**src/include/srt_pkg.sv**
```systemverilog
// Purpose: Shared constants and types for the seconds counter with alarm and trim.
// Assumes: 16-bit registers, each on one aligned 32-bit Avalon word at 4 x index.
// Notes:   Register indices are kept as printed; byte address is index times four.
package srt_pkg;

    // ------------------------------------------------------------------
    // Register indices
    // ------------------------------------------------------------------
    localparam logic [15:0] IDX_INT_STS = 16'h4011;
    localparam logic [15:0] IDX_INT_MASK = 16'h4019;
    localparam logic [15:0] IDX_SEC_KEY = 16'h4007;
    localparam logic [15:0] IDX_TAG = 16'h4020;
    localparam logic [15:0] IDX_TIME_HI = 16'h4021;
    localparam logic [15:0] IDX_TIME_LO = 16'h4022;
    localparam logic [15:0] IDX_ALM_HI = 16'h4023;
    localparam logic [15:0] IDX_ALM_LO = 16'h4024;
    localparam logic [15:0] IDX_CTRL = 16'h4025;
    localparam logic [15:0] IDX_TRIM = 16'h4026;

    // ------------------------------------------------------------------
    // Field positions and widths
    // ------------------------------------------------------------------
    localparam int BIT_VALID = 15;
    localparam int BIT_BUSY = 14;
    localparam int BIT_ALM_EN = 10;
    localparam int BIT_ALM_EINT = 2;
    localparam int TRIM_W = 10;

    // ------------------------------------------------------------------
    // Reset values
    // ------------------------------------------------------------------
    localparam logic [15:0] RST_TAG = 16'h0000;
    localparam logic [31:0] RST_TIME = 32'h0000_0000;
    localparam logic [31:0] RST_ALM = 32'h0000_0000;
    localparam logic [9:0] RST_TRIM = 10'h000;
    localparam logic RST_ALM_MASK = 1'h1;

    // ------------------------------------------------------------------
    // Counts and codes
    // ------------------------------------------------------------------
    localparam logic [16:0] OSC_NOMINAL = 17'h08000;
    localparam logic [3:0] MAX_UPDATES = 4'h8;
    localparam logic [11:0] HOUR_SECONDS = 12'hE10;
    // Unlock code value is arbitrary.
    localparam logic [15:0] UNLOCK_KEY = 16'h5A3C;
    localparam logic [15:0] LFSR_SEED = 16'hACE1;
    localparam logic [15:0] LFSR_TAPS = 16'hB400;
    localparam logic [1:0] PWR_ON = 2'h0;
    localparam logic [1:0] PWR_SLEEP = 2'h1;
    localparam logic [1:0] PWR_OFF = 2'h2;

    typedef enum logic [1:0] {
        TGT_TIME_HI = 2'h0,
        TGT_TIME_LO = 2'h1,
        TGT_ALM_HI = 2'h2,
        TGT_ALM_LO = 2'h3
    } srt_target_t;

    typedef enum logic [1:0] {
        SYNC_IDLE = 2'b01,
        SYNC_BUSY = 2'b10
    } srt_sync_t;

endpackage : srt_pkg

```
**src/rtl/srt_lfsr.sv**
```systemverilog
// Purpose: Free-running pseudo-random source for the tamper tag.
// Assumes: Runs on every system clock, so its value at a write is hard to predict.
// Notes:   Never reaches zero because the seed is non-zero.
module srt_lfsr (
    // Clock and reset
    input wire logic clk_i,
    input wire logic rst_b_i,
    // Random word
    output logic [15:0] rand_o
);
    import srt_pkg::*;

    typedef struct packed {
        logic [15:0] lfsr;
    } srt_lfsr_st_t;

    srt_lfsr_st_t r_reg;
    srt_lfsr_st_t r_next;

    always_comb begin
        r_next = r_reg;
        r_next.lfsr = {1'b0, r_reg.lfsr[15:1]} ^ (r_reg.lfsr[0] ? LFSR_TAPS : 16'h0000);
    end

    always_ff @(posedge clk_i or negedge rst_b_i) begin
        if (!rst_b_i) begin
            r_reg.lfsr <= LFSR_SEED;
        end else begin
            r_reg <= r_next;
        end
    end

    assign rand_o = r_reg.lfsr;

endmodule // srt_lfsr

```
**src/rtl/srt_tick.sv**
```systemverilog
// Purpose: Turns the oscillator pin into a trimmed one-second enable pulse.
// Assumes: Oscillator is far slower than clk_i, so each edge is seen.
// Notes:   Fractional trim is carried over seconds in a 6-bit accumulator.
module srt_tick (
    // Clock and reset
    input wire logic clk_i,
    input wire logic rst_b_i,
    // Oscillator and trim
    input wire logic osc_i,
    input wire logic [9:0] trim_i,
    // Enables
    output logic osc_tick_o,
    output logic sec_tick_o
);
    import srt_pkg::*;

    typedef struct packed {
        logic s1;
        logic s2;
        logic s3;
        logic [16:0] cnt;
        logic [5:0] frac;
        logic osc_tick;
        logic sec_tick;
    } srt_tick_st_t;

    srt_tick_st_t r_reg;
    srt_tick_st_t r_next;
    logic [6:0] frac_sum;
    logic [4:0] adj;
    logic [16:0] period;

    assign frac_sum = {1'b0, r_reg.frac} + {1'b0, trim_i[5:0]};
    assign adj = {trim_i[9], trim_i[9:6]} + {4'h0, frac_sum[6]};
    assign period = OSC_NOMINAL + {{12{adj[4]}}, adj};

    always_comb begin
        r_next = r_reg;
        r_next.s1 = osc_i;
        r_next.s2 = r_reg.s1;
        r_next.s3 = r_reg.s2;
        r_next.osc_tick = r_reg.s2 & ~r_reg.s3;
        r_next.sec_tick = 1'b0;
        if (r_reg.osc_tick) begin
            // A trim lowered mid-second must not strand the count above the period.
            if (r_reg.cnt >= period - 17'h00001) begin
                r_next.cnt = 17'h00000;
                r_next.frac = frac_sum[5:0];
                r_next.sec_tick = 1'b1;
            end else begin
                r_next.cnt = r_reg.cnt + 17'h00001;
            end
        end
    end

    always_ff @(posedge clk_i or negedge rst_b_i) begin
        if (!rst_b_i) begin
            r_reg <= '0;
        end else begin
            r_reg <= r_next;
        end
    end

    assign osc_tick_o = r_reg.osc_tick;
    assign sec_tick_o = r_reg.sec_tick;
endmodule // srt_tick

```
**src/rtl/srt_core.sv**
```systemverilog
// Purpose: Seconds counter with match alarm, trim, write limit and tamper tag.
// Assumes: Avalon-MM slave, one wait cycle per access; osc_i is an async pin.
// Notes:   Time and alarm writes are applied at the next rising oscillator edge.
// Notes on behaviour
// - 32-bit seconds count, adds one each second.
// - Count always runs, no enable control.
// - Count high half 4021h, low half 4022h.
// - Valid bit 15 sets on time write.
// - Busy bit 14 while update pending.
// - Tag resets zero, random on time write.
// - At most eight time updates per hour.
// - Alarm high half 4023h, low 4024h.
// - Enabled alarm fires on count match.
// - Match requests wake in sleep, on in off.
// - Trim bits 9:0, signed four-six fixed point.
// - Trim writes need unlocked user key.
// - Time, alarm, tag, trim start at zero.
// - Alarm flag bit 2, write-one clear, masked.
//
// Added by the designer: the Avalon-MM register port.
module srt_core (
    // Clock and reset
    input wire logic clk_i,
    input wire logic rst_b_i,
    // Avalon-MM slave
    input wire logic [17:0] avs_address_i,
    input wire logic avs_read_i,
    input wire logic avs_write_i,
    input wire logic [31:0] avs_writedata_i,
    input wire logic [3:0] avs_byteenable_i,
    output logic [31:0] avs_readdata_o,
    output logic avs_waitrequest_o,
    // Oscillator and power state
    input wire logic osc_i,
    input wire logic [1:0] power_state_i,
    // Alarm outputs
    output logic alarm_irq_o,
    output logic wake_req_o,
    output logic on_req_o
);
    import srt_pkg::*;

    typedef struct packed {
        logic ack;
        logic [31:0] rdata;
        logic [31:0] sec_cnt;
        logic [31:0] alarm;
        logic alm_en;
        logic valid;
        logic [15:0] tag;
        logic [9:0] trim;
        logic unlocked;
        srt_sync_t sync;
        srt_target_t target;
        logic [15:0] pend;
        logic [3:0] upd_cnt;
        logic [11:0] hour_cnt;
        logic match_prev;
        logic alm_flag;
        logic alm_mask;
        logic wake;
        logic on;
    } srt_core_st_t;

    srt_core_st_t r_reg;
    srt_core_st_t r_next;
    logic osc_tick;
    logic sec_tick;
    logic [15:0] rand_word;
    logic [15:0] idx;
    logic fire_wr;
    logic time_wr;
    logic time_acc;
    logic alm_wr;
    logic apply;
    logic match;
    logic alm_rise;
    logic clr_flag;
    logic [15:0] wd;
    logic [15:0] trim_wd;

    function automatic logic [15:0] merge16(input logic [15:0] old, input logic [31:0] data,
                                            input logic [3:0] be);
        merge16 = {be[1] ? data[15:8] : old[15:8], be[0] ? data[7:0] : old[7:0]};
    endfunction

    // ------------------------------------------------------------------
    // Sub-blocks
    // ------------------------------------------------------------------
    srt_tick u_tick (
        .clk_i(clk_i),
        .rst_b_i(rst_b_i),
        .osc_i(osc_i),
        .trim_i(r_reg.trim),
        .osc_tick_o(osc_tick),
        .sec_tick_o(sec_tick)
    );

    srt_lfsr u_lfsr (
        .clk_i(clk_i),
        .rst_b_i(rst_b_i),
        .rand_o(rand_word)
    );

    // ------------------------------------------------------------------
    // Decode
    // ------------------------------------------------------------------
    assign idx = avs_address_i[17:2];
    assign avs_waitrequest_o = (avs_read_i | avs_write_i) & ~r_reg.ack;
    assign fire_wr = avs_write_i & r_reg.ack;
    assign wd = avs_writedata_i[15:0];
    assign trim_wd = merge16({6'h00, r_reg.trim}, avs_writedata_i, avs_byteenable_i);
    assign time_wr = fire_wr & ((idx == IDX_TIME_HI) | (idx == IDX_TIME_LO));
    assign time_acc = time_wr & (r_reg.upd_cnt < MAX_UPDATES);
    assign alm_wr = fire_wr & ((idx == IDX_ALM_HI) | (idx == IDX_ALM_LO));
    assign apply = (r_reg.sync == SYNC_BUSY) & osc_tick;
    assign match = r_reg.alm_en & (r_reg.sec_cnt == r_reg.alarm);
    assign alm_rise = match & ~r_reg.match_prev;
    assign clr_flag = fire_wr & (idx == IDX_INT_STS) & avs_byteenable_i[0] & wd[BIT_ALM_EINT];

    // ------------------------------------------------------------------
    // Next state
    // ------------------------------------------------------------------
    always_comb begin
        r_next = r_reg;
        r_next.ack = (avs_read_i | avs_write_i) & ~r_reg.ack;
        if (avs_read_i & ~r_reg.ack) begin
            r_next.rdata = 32'h0000_0000;
            unique case (idx)
                IDX_TAG: r_next.rdata[15:0] = r_reg.tag;
                IDX_TIME_HI: r_next.rdata[15:0] = r_reg.sec_cnt[31:16];
                IDX_TIME_LO: r_next.rdata[15:0] = r_reg.sec_cnt[15:0];
                IDX_ALM_HI: r_next.rdata[15:0] = r_reg.alarm[31:16];
                IDX_ALM_LO: r_next.rdata[15:0] = r_reg.alarm[15:0];
                IDX_CTRL: begin
                    r_next.rdata[BIT_VALID] = r_reg.valid;
                    r_next.rdata[BIT_BUSY] = (r_reg.sync == SYNC_BUSY);
                    r_next.rdata[BIT_ALM_EN] = r_reg.alm_en;
                end
                IDX_TRIM: r_next.rdata[TRIM_W-1:0] = r_reg.trim;
                IDX_INT_STS: r_next.rdata[BIT_ALM_EINT] = r_reg.alm_flag;
                IDX_INT_MASK: r_next.rdata[BIT_ALM_EINT] = r_reg.alm_mask;
                IDX_SEC_KEY: r_next.rdata[0] = r_reg.unlocked;
                default: r_next.rdata = 32'h0000_0000;
            endcase
        end

        r_next.sec_cnt = r_reg.sec_cnt + {31'h0000_0000, sec_tick};
        if (apply) begin
            r_next.sync = SYNC_IDLE;
            unique case (r_reg.target)
                TGT_TIME_HI: r_next.sec_cnt[31:16] = r_reg.pend;
                TGT_TIME_LO: r_next.sec_cnt[15:0] = r_reg.pend;
                TGT_ALM_HI: r_next.alarm[31:16] = r_reg.pend;
                TGT_ALM_LO: r_next.alarm[15:0] = r_reg.pend;
            endcase
        end

        // a write while busy replaces the pending one
        if (time_acc | alm_wr) begin
            r_next.sync = SYNC_BUSY;
            unique case (idx)
                IDX_TIME_HI: begin
                    r_next.target = TGT_TIME_HI;
                    r_next.pend = merge16(r_reg.sec_cnt[31:16], avs_writedata_i, avs_byteenable_i);
                end
                IDX_TIME_LO: begin
                    r_next.target = TGT_TIME_LO;
                    r_next.pend = merge16(r_reg.sec_cnt[15:0], avs_writedata_i, avs_byteenable_i);
                end
                IDX_ALM_HI: begin
                    r_next.target = TGT_ALM_HI;
                    r_next.pend = merge16(r_reg.alarm[31:16], avs_writedata_i, avs_byteenable_i);
                end
                default: begin
                    r_next.target = TGT_ALM_LO;
                    r_next.pend = merge16(r_reg.alarm[15:0], avs_writedata_i, avs_byteenable_i);
                end
            endcase
        end

        if (time_acc) begin
            r_next.valid = 1'b1;
            r_next.tag = rand_word;
        end

        if (sec_tick) begin
            if (r_reg.hour_cnt == HOUR_SECONDS - 12'h001) begin
                r_next.hour_cnt = 12'h000;
            end else begin
                r_next.hour_cnt = r_reg.hour_cnt + 12'h001;
            end
        end
        if (sec_tick & (r_reg.hour_cnt == HOUR_SECONDS - 12'h001)) begin
            r_next.upd_cnt = {3'h0, time_acc};
        end else begin
            r_next.upd_cnt = r_reg.upd_cnt + {3'h0, time_acc};
        end

        if (fire_wr & (idx == IDX_CTRL) & avs_byteenable_i[1]) begin
            r_next.alm_en = wd[BIT_ALM_EN];
        end
        if (fire_wr & (idx == IDX_TRIM) & r_reg.unlocked) begin
            r_next.trim = trim_wd[TRIM_W-1:0];
        end
        if (fire_wr & (idx == IDX_SEC_KEY)) begin
            r_next.unlocked = (merge16(16'h0000, avs_writedata_i, avs_byteenable_i) == UNLOCK_KEY);
        end
        if (fire_wr & (idx == IDX_INT_MASK) & avs_byteenable_i[0]) begin
            r_next.alm_mask = wd[BIT_ALM_EINT];
        end

        r_next.match_prev = match;
        r_next.alm_flag = alm_rise | (r_reg.alm_flag & ~clr_flag);
        r_next.wake = alm_rise & (power_state_i == PWR_SLEEP);
        r_next.on = alm_rise & (power_state_i == PWR_OFF);
    end

    // ------------------------------------------------------------------
    // State register
    // ------------------------------------------------------------------
    always_ff @(posedge clk_i or negedge rst_b_i) begin
        if (!rst_b_i) begin
            r_reg <= '0;
            r_reg.sec_cnt <= RST_TIME;
            r_reg.alarm <= RST_ALM;
            r_reg.tag <= RST_TAG;
            r_reg.trim <= RST_TRIM;
            r_reg.alm_mask <= RST_ALM_MASK;
            r_reg.sync <= SYNC_IDLE;
            r_reg.target <= TGT_TIME_HI;
        end else begin
            r_reg <= r_next;
        end
    end

    assign avs_readdata_o = r_reg.rdata;
    assign alarm_irq_o = r_reg.alm_flag & ~r_reg.alm_mask;
    assign wake_req_o = r_reg.wake;
    assign on_req_o = r_reg.on;
endmodule // srt_core

```
**config.mk**
```make
export PLATFORM = sky130hd
export DESIGN_NAME = srt_core
export DESIGN_NICKNAME = d
export VERILOG_FILES = /design/src/include/srt_pkg.sv /design/src/rtl/srt_lfsr.sv /design/src/rtl/srt_tick.sv /design/src/rtl/srt_core.sv
export SDC_FILE = /design/constraint.sdc
export NUM_CORES = 1
export LEC_CHECK = 0
export ABC_AREA = 1
export ABC_CLOCK_PERIOD_IN_PS = 5500
export BUFFER_PORTS_ARGS = -buffer_cell sky130_fd_sc_hd__buf_4
export CAP_MARGIN = 30
export CORE_ASPECT_RATIO = 0.9
export CORE_UTILIZATION = 37
export DETAILED_ROUTE_END_ITERATION = 7
export PLACE_DENSITY = 0.54
export SYNTH_ARGS = -nofsm -noshare
export SYNTH_HDL_FRONTEND = slang
export SYNTH_SLANG_ARGS = --single-unit
export TNS_END_PERCENT = 100
```
**constraint.sdc**
```tcl
create_clock -name clk_i -period 5.5 [get_ports clk_i]
set_clock_uncertainty 0.05 [all_clocks]
set_input_delay 0.55 -clock clk_i [delete_from_list [all_inputs] [get_ports clk_i]]
set_output_delay 0.55 -clock clk_i [all_outputs]
set_load 0.02 [all_outputs]
```
==> run_results.csv, run 1 <==
group,metric,value,unit
clock_network,clockRootBuffer,"clkbuf_16",
critical_path,worstPathMaxFanout,16,
yosys,synth_warnings,0,
placement,port_buffers,60,
layout,final_cell_mix,"nand2_1, inv_1, nor2_1, dfrtp_1, o21ai_0",
yosys,synth_top_family_by_area,"simple AND/OR/NAND/NOR gates",
sta,finalCritPeriodShare,89.5,%
layout,seq_area,4890,um^2
route,vias,11300,
clock_network,postCtsHoldBufs,0,
critical_path,reg2reg_depth,26,
route,drtPass1Iterations,7,
layout,final_common_cell,"nand2_1",
critical_path,timing.critical_path.to,"u_tick.r_reg[11]$_DFFE_PN0P_",
sta,slew-limit-headroom,37.0,%
clock_network,htree_levels,4,
yosys,synth_compound_area_share,11.1,%
clock_network,worstSkewPairLatency,450,ps
critical_path,critical_path_class,"reg -> reg",
sta,timing.final.ws_setup,576,ps
route,ant_nets,0,
global_route,antenna_found_initial,0,
layout,antenna-diode-count,0,
critical_path,reg2reg_from,"r_reg[42]$_DFFE_PN0P_",
layout,multi_input_area,6160,um^2
clock_network,ctsResizeCount,0,
yosys,synth_xor_area_share,2.70,%
critical_path,timing.critical_path.from_type,"register",
clock_network,cts_inserted_buffers,17,
clock_network,cts_sinks,195,
pwr,power_density,224,nW/um^2
worst_hold_path,worst_hold_path_type,"in -> async",
route,first_iter_violations,862,
layout,largest_register_ffs,133,
sta,drv_slew,0,
pwr,ir_worst_vdd,0.175,mV
sta,hold_viol_final,0,
critical_path,critPathTopFamily,"simple AND/OR/NAND/NOR gates",
clock_network,cts_buffer_depth,2,
yosys,synth_cells,1737,
layout,stdcell_area,13500,um^2
critical_path,path_depth,26,
yosys,synth_flop_cell,"dfrtp_1",
yosys,ys_seq_area_share,39.7,%
yosys,synth_area_leaders,"dfrtp_1, nand2_1, o21ai_0",
critical_path,cp.arrival,5190,ps
placement,gp_congestion,0.977,
yosys,synth-edff-count,0,
die,die_h,175,um
die,core_area,32300,um^2
die,die_area,34000,um^2
critical_path,critPathMaxStageDelay,470,ps
critical_path,cp-end-kind,"register",
critical_path,cp.buffers_inverters,3,
global_route,track_usage,23.3,%
run_status,status,"completed",
clock_network,cts_tree,"yes",
critical_path,timing.rr.end,"u_tick.r_reg[11]$_DFFE_PN0P_",
die,start_util,38.1,%
yosys,synth_seq_cells,195,
critical_path,crit_start,"r_reg[42]$_DFFE_PN0P_",
global_route,grt_max_degree,102,
route,routedWlPerCell,17.6,um
sta,max_freq,0.203,GHz
layout,fin_nets,1852,
critical_path,worst_path_most_repeated_cell,"nand2_1",
layout,synthToLayoutAreaGrowth,9.65,%
layout,drive_above_1_share,9.11,%
yosys,synthAdderAreaFrac,3.72,%
critical_path,rrSetupSlack,580,ps
placement,hpwl,27.8,mm
route,wl,38.4,mm
yosys,yosys.area.top_type,"dfrtp_1",
yosys,synth_cell_types,48,
sta,finalSetupTns,0,ps
pwr,p_leak,6.85,nW
run,max_cap_violations,0,
clock_network,path_clk_slew,80,ps
yosys,yosys.area.top_type_share,37.6,%
placement,placed_area,12900,um^2
yosys,netlist_area,12300,um^2
die,io_pins,97,
clock_network,postCtsSetupBuffers,0,
sta,setup_viol,0,
global_route,grt_pass1_wl,61.2,mm
critical_path,cp_slowest_cell,"inv_1",
yosys,avgSynthCellArea,7.09,um^2
yosys,yosys.area_share.simple,32.0,%
yosys,synthMuxAreaShare,0,%
route,drc,0,
route,vias_per_cell,5.18,
layout,fill_cells,3373,
sta,fin_crit,4920,ps
yosys,async_reset_ff_share,100,%
global_route,overflow,0,
die,num_rows,62,
sta,rsz0062_at_grt,"false",
die,fp.dieW,194,um
sta,tightest_slew,936,ps
critical_path,required,5760,ps
placement,post-place-ws,604,ps
global_route,grt_pass1_vias,10700,
-- synth_stat cells (all sizes together) (21+ instances only) --
| cell | n |
|---|---|
| dfrtp | 185 |
| nand2 | 530 |
| a21oi | 37 |
| nand3 | 112 |
| nand4 | 42 |
| nor2 | 198 |
| xor2 | 28 |
| nor3 | 21 |
| buf | 57 |
| clkbuf | 28 |
| ha | 35 |
| inv | 207 |
| o21ai | 185 |
-- report_power, final --
part	leakage, nW	internal [mW]	switching, mW
logic	3.93	0.0837	0.165
clock network	0.287	0.619	0.671
registers	2.63	1.46	0.0231
total	6.85	2.17	0.859
-- logic make-up (layout without fill, tap and decap cells) --
kind of cell	after synthesis	in the layout
compound gates	254	254
simple gates	919	919
flops	195	195
buf+inv	294	310
other cells	1	16
xor+xnor	38	38
fa+ha+maj	36	36
-- metrics by stage --
step                      utilization (%)  power [mW]  std cells  hold WS [ps]
after global placement               39.9        1.76       2152           286
after detailed placement             39.9        1.77       2152           287
after CTS                            41.7        3.06       2184           131
final                                41.7        3.02       2184          75.1
after global routing                 41.7        3.15       2184           127
after floorplan                         -        1.66       1752           204
-- final cells by class --
| class | instances | area share [%] |
|---|---|---|
| Multi-Input combinational cell | 1263 | 45.7 |
| Sequential cell | 195 | 36.2 |
| Inverter | 209 | 5.82 |
| Timing Repair Buffer | 69 | 3.98 |
| Tap cell | 416 | 3.86 |
| Clock buffer | 17 | 3.15 |
| Clock inverter | 15 | 1.31 |
-- worst min path at each step --
stage | startpoint | end | slack [ps] | cells after the start
final | rst_b_i | r_reg[13]$_DFFE_PN0P_ | 80 | 1
after global routing | osc_i | u_tick.r_next[26]$_DFF_PN0_ | 130 | 1
after global placement | u_tick.r_next[26]$_DFF_PN0_ | u_tick.r_next[25]$_DFF_PN0_ | 290 | 0
after floorplan | rst_b_i | avs_readdata_o[0]$_DFFE_PN0P_ | 200 | 0
after detailed placement | u_tick.r_next[26]$_DFF_PN0_ | u_tick.r_next[25]$_DFF_PN0_ | 290 | 0
after CTS | rst_b_i | r_reg[13]$_DFFE_PN0P_ | 130 | 1
-- metal layers --
layer	wire [um]	GRT usage, %	part of all wire [%]	vias up
li1	-	-	-	5531
met1	18400	33.2	48	5375
met2	17100	36.7	45	351
met3	2050	2.90	5.3	48
met5	0	0	0	-
met4	819	7.21	2.1	0
Note: power is estimated with default switching activity, not from simulation.
==> run 2: changes to the inputs <==
REMOVE_ABC_BUFFERS = 1   (was unset)
==> run 2 against run 1 <==
Net effect: cell area rose by 0.41%; die area stayed put; core utilization grew 0.17 points; highest routed layer unchanged.
==> run_results.csv, run 2 (same netlist as run 1, synthesis figures left out) <==
group,metric,value,unit
sta,finalSetupTns,0,ps
die,die_h,175,um
layout,largest_register_ffs,133,
clock_network,htree_levels,4,
pwr,ir_worst_vdd,0.224,mV
layout,stdcell_area,13600,um^2
sta,setup_viol,0,
layout,fill_cells,3401,
layout,drive_above_1_share,9.15,%
die,num_rows,62,
clock_network,cts_buffer_depth,2,
route,vias_per_cell,5.17,
layout,final_common_cell,"nand2_1",
route,first_iter_violations,904,
pwr,swShare,29.6,%
clock_network,cts_sinks,195,
layout,fin_nets,1854,
placement,placed_area,12900,um^2
die,fp.dieW,194,um
global_route,grt_pass1_wl,62.2,mm
route,drc,0,
clock_network,clockRootBuffer,"clkbuf_16",
die,start_util,38.1,%
die,io_pins,97,
global_route,antenna_found_initial,0,
sta,hold_viol_final,0,
clock_network,worstSkewPairLatency,470,ps
clock_network,cts_inserted_buffers,17,
die,die_area,34000,um^2
pwr,power_density,228,nW/um^2
die,core_area,32300,um^2
clock_network,cts_tree,"yes",
critical_path,required,5840,ps
layout,synthToLayoutAreaGrowth,10.1,%
global_route,track_usage,23.9,%
placement,placedCellCount,2153,
route,wl,39.3,mm
layout,antenna-diode-count,0,
worst_hold_path,worst_hold_path_type,"in -> reg",
sta,finalCritPeriodShare,87.5,%
pwr,combPwrFrac,8.1,%
pwr,power_switching,0.916,mW
critical_path,worstPathMaxFanout,16,
placement,port_buffers,60,
route,vias,11300,
sta,fin_crit,4810,ps
run_status,status,"completed",
global_route,grt_max_degree,159,
pwr,clkPwrFrac,43.9,%
placement,hpwl,27.9,mm
critical_path,critical_path_class,"reg -> reg",
sta,slew-limit-headroom,34.6,%
critical_path,cp-end-kind,"register",
clock_network,postCtsSetupBuffers,0,
pwr,intPower,2.18,mW
global_route,overflow,0,
layout,stdcell_count,2186,
critical_path,cp.arrival,5150,ps
sta,drv_slew,0,
pwr,p_leak,6.88,nW
sta,max_freq,0.208,GHz
clock_network,path_clk_slew,80,ps
placement,gp_congestion,0.918,
route,drtPass1Iterations,6,
run,max_cap_violations,0,
pwr,pwr-share-seq,48.0,%
global_route,grt_pass1_vias,10600,
layout,final_cell_mix,"nand2_1, inv_1, nor2_1, dfrtp_1, o21ai_0",
route,routedWlPerCell,18.0,um
sta,rsz0062_at_grt,"false",
pwr,power.total,3.10,mW
critical_path,timing.critical_path.from_type,"register",
sta,tightest_slew,980,ps
route,ant_nets,0,
run 2: changes by cell type in the layout (fill, tap and decap cells not counted), sizes merged:
cell	previous run	this run
clkinvlp	2	1
clkinv	7	8
dlygate4sd3	0	1
buf	68	69
run 2: final timing paths:
kind,from,end,slack [ps],depth (start not counted)
max reg2reg,r_reg[42]$_DFFE_PN0P_,u_tick.r_reg[12]$_DFFE_PN0P_,690,26
min reg2reg,u_tick.r_next[26]$_DFF_PN0_,u_tick.r_next[25]$_DFF_PN0_,300,0
max in group asynchronous,rst_b_i,r_reg[114]$_DFF_PN0_,3650,3
min in group asynchronous,rst_b_i,u_tick.r_reg[25]$_DFF_PN0_,500,2
min,osc_i,u_tick.r_next[26]$_DFF_PN0_,140,1
max,r_reg[42]$_DFFE_PN0P_,u_tick.r_reg[12]$_DFFE_PN0P_,690,26
run 2: timing repair:
item,CTS,global route
hold buffers,1,0
hold endpoints to repair,37,0
resized for setup,0,0
run 2: cell type report:
type	instances	area, um^2	area share (%)
clock buffers	17	425	3.14
multi-input cells	1263	6160	45.5
flip-flops and latches	195	4890	36.1
inverters	209	786	5.80
well taps	416	520	3.84
clock inverters	15	210	1.55
repair buffers	71	558	4.12
run 2: per-stage QoR:
stage	hold slack [ps]	setup slack (ps)	utilization [%]
final	138	690	41.9
after global routing	125	190	41.9
after floorplan	204	1430	-
after CTS	118	615	41.9
after global placement	291	700	39.9
after detailed placement	298	606	39.9
run 2: power groups by stage:
stage / combinational [mW] / clock, mW / sequential (mW)
3_3_place_gp: 0.248 / 0 / 1.51
2_1_floorplan: 0.133 / 0 / 1.51
3_5_place_dp: 0.251 / 0 / 1.51
4_1_cts: 0.252 / 1.39 / 1.49
6_report: 0.250 / 1.36 / 1.49
5_1_grt: 0.284 / 1.45 / 1.49
run 2: worst max-delay path, stage by stage, from the launching register on:
cell	delay (ps)
dfrtp_1	410
ha_1	260
fa_1	410
nand3_1	80
nand2_1	80
a21oi_1	190
o21bai_1	110
ha_1	200
ha_1	200
nand2_1	120
nand2_1	90
nor2_1	120
nand2_1	60
nor2_1	210
inv_1	70
ha_1	270
inv_1	50
ha_1	290
nand2_1	80
inv_1	40
nand2_1	50
nand2_1	50
a21oi_1	180
nand4_2	280
nand2_1	290
inv_1	300
nor2_1	160
run 2: metal layers:
metal	global-route usage, %	share of wire (%)	wire length, um
met3	5.66	8.2	3230
met2	33.9	41	16200
met5	0	0	0
met4	5.65	1.1	451
met1	36.2	49	19400
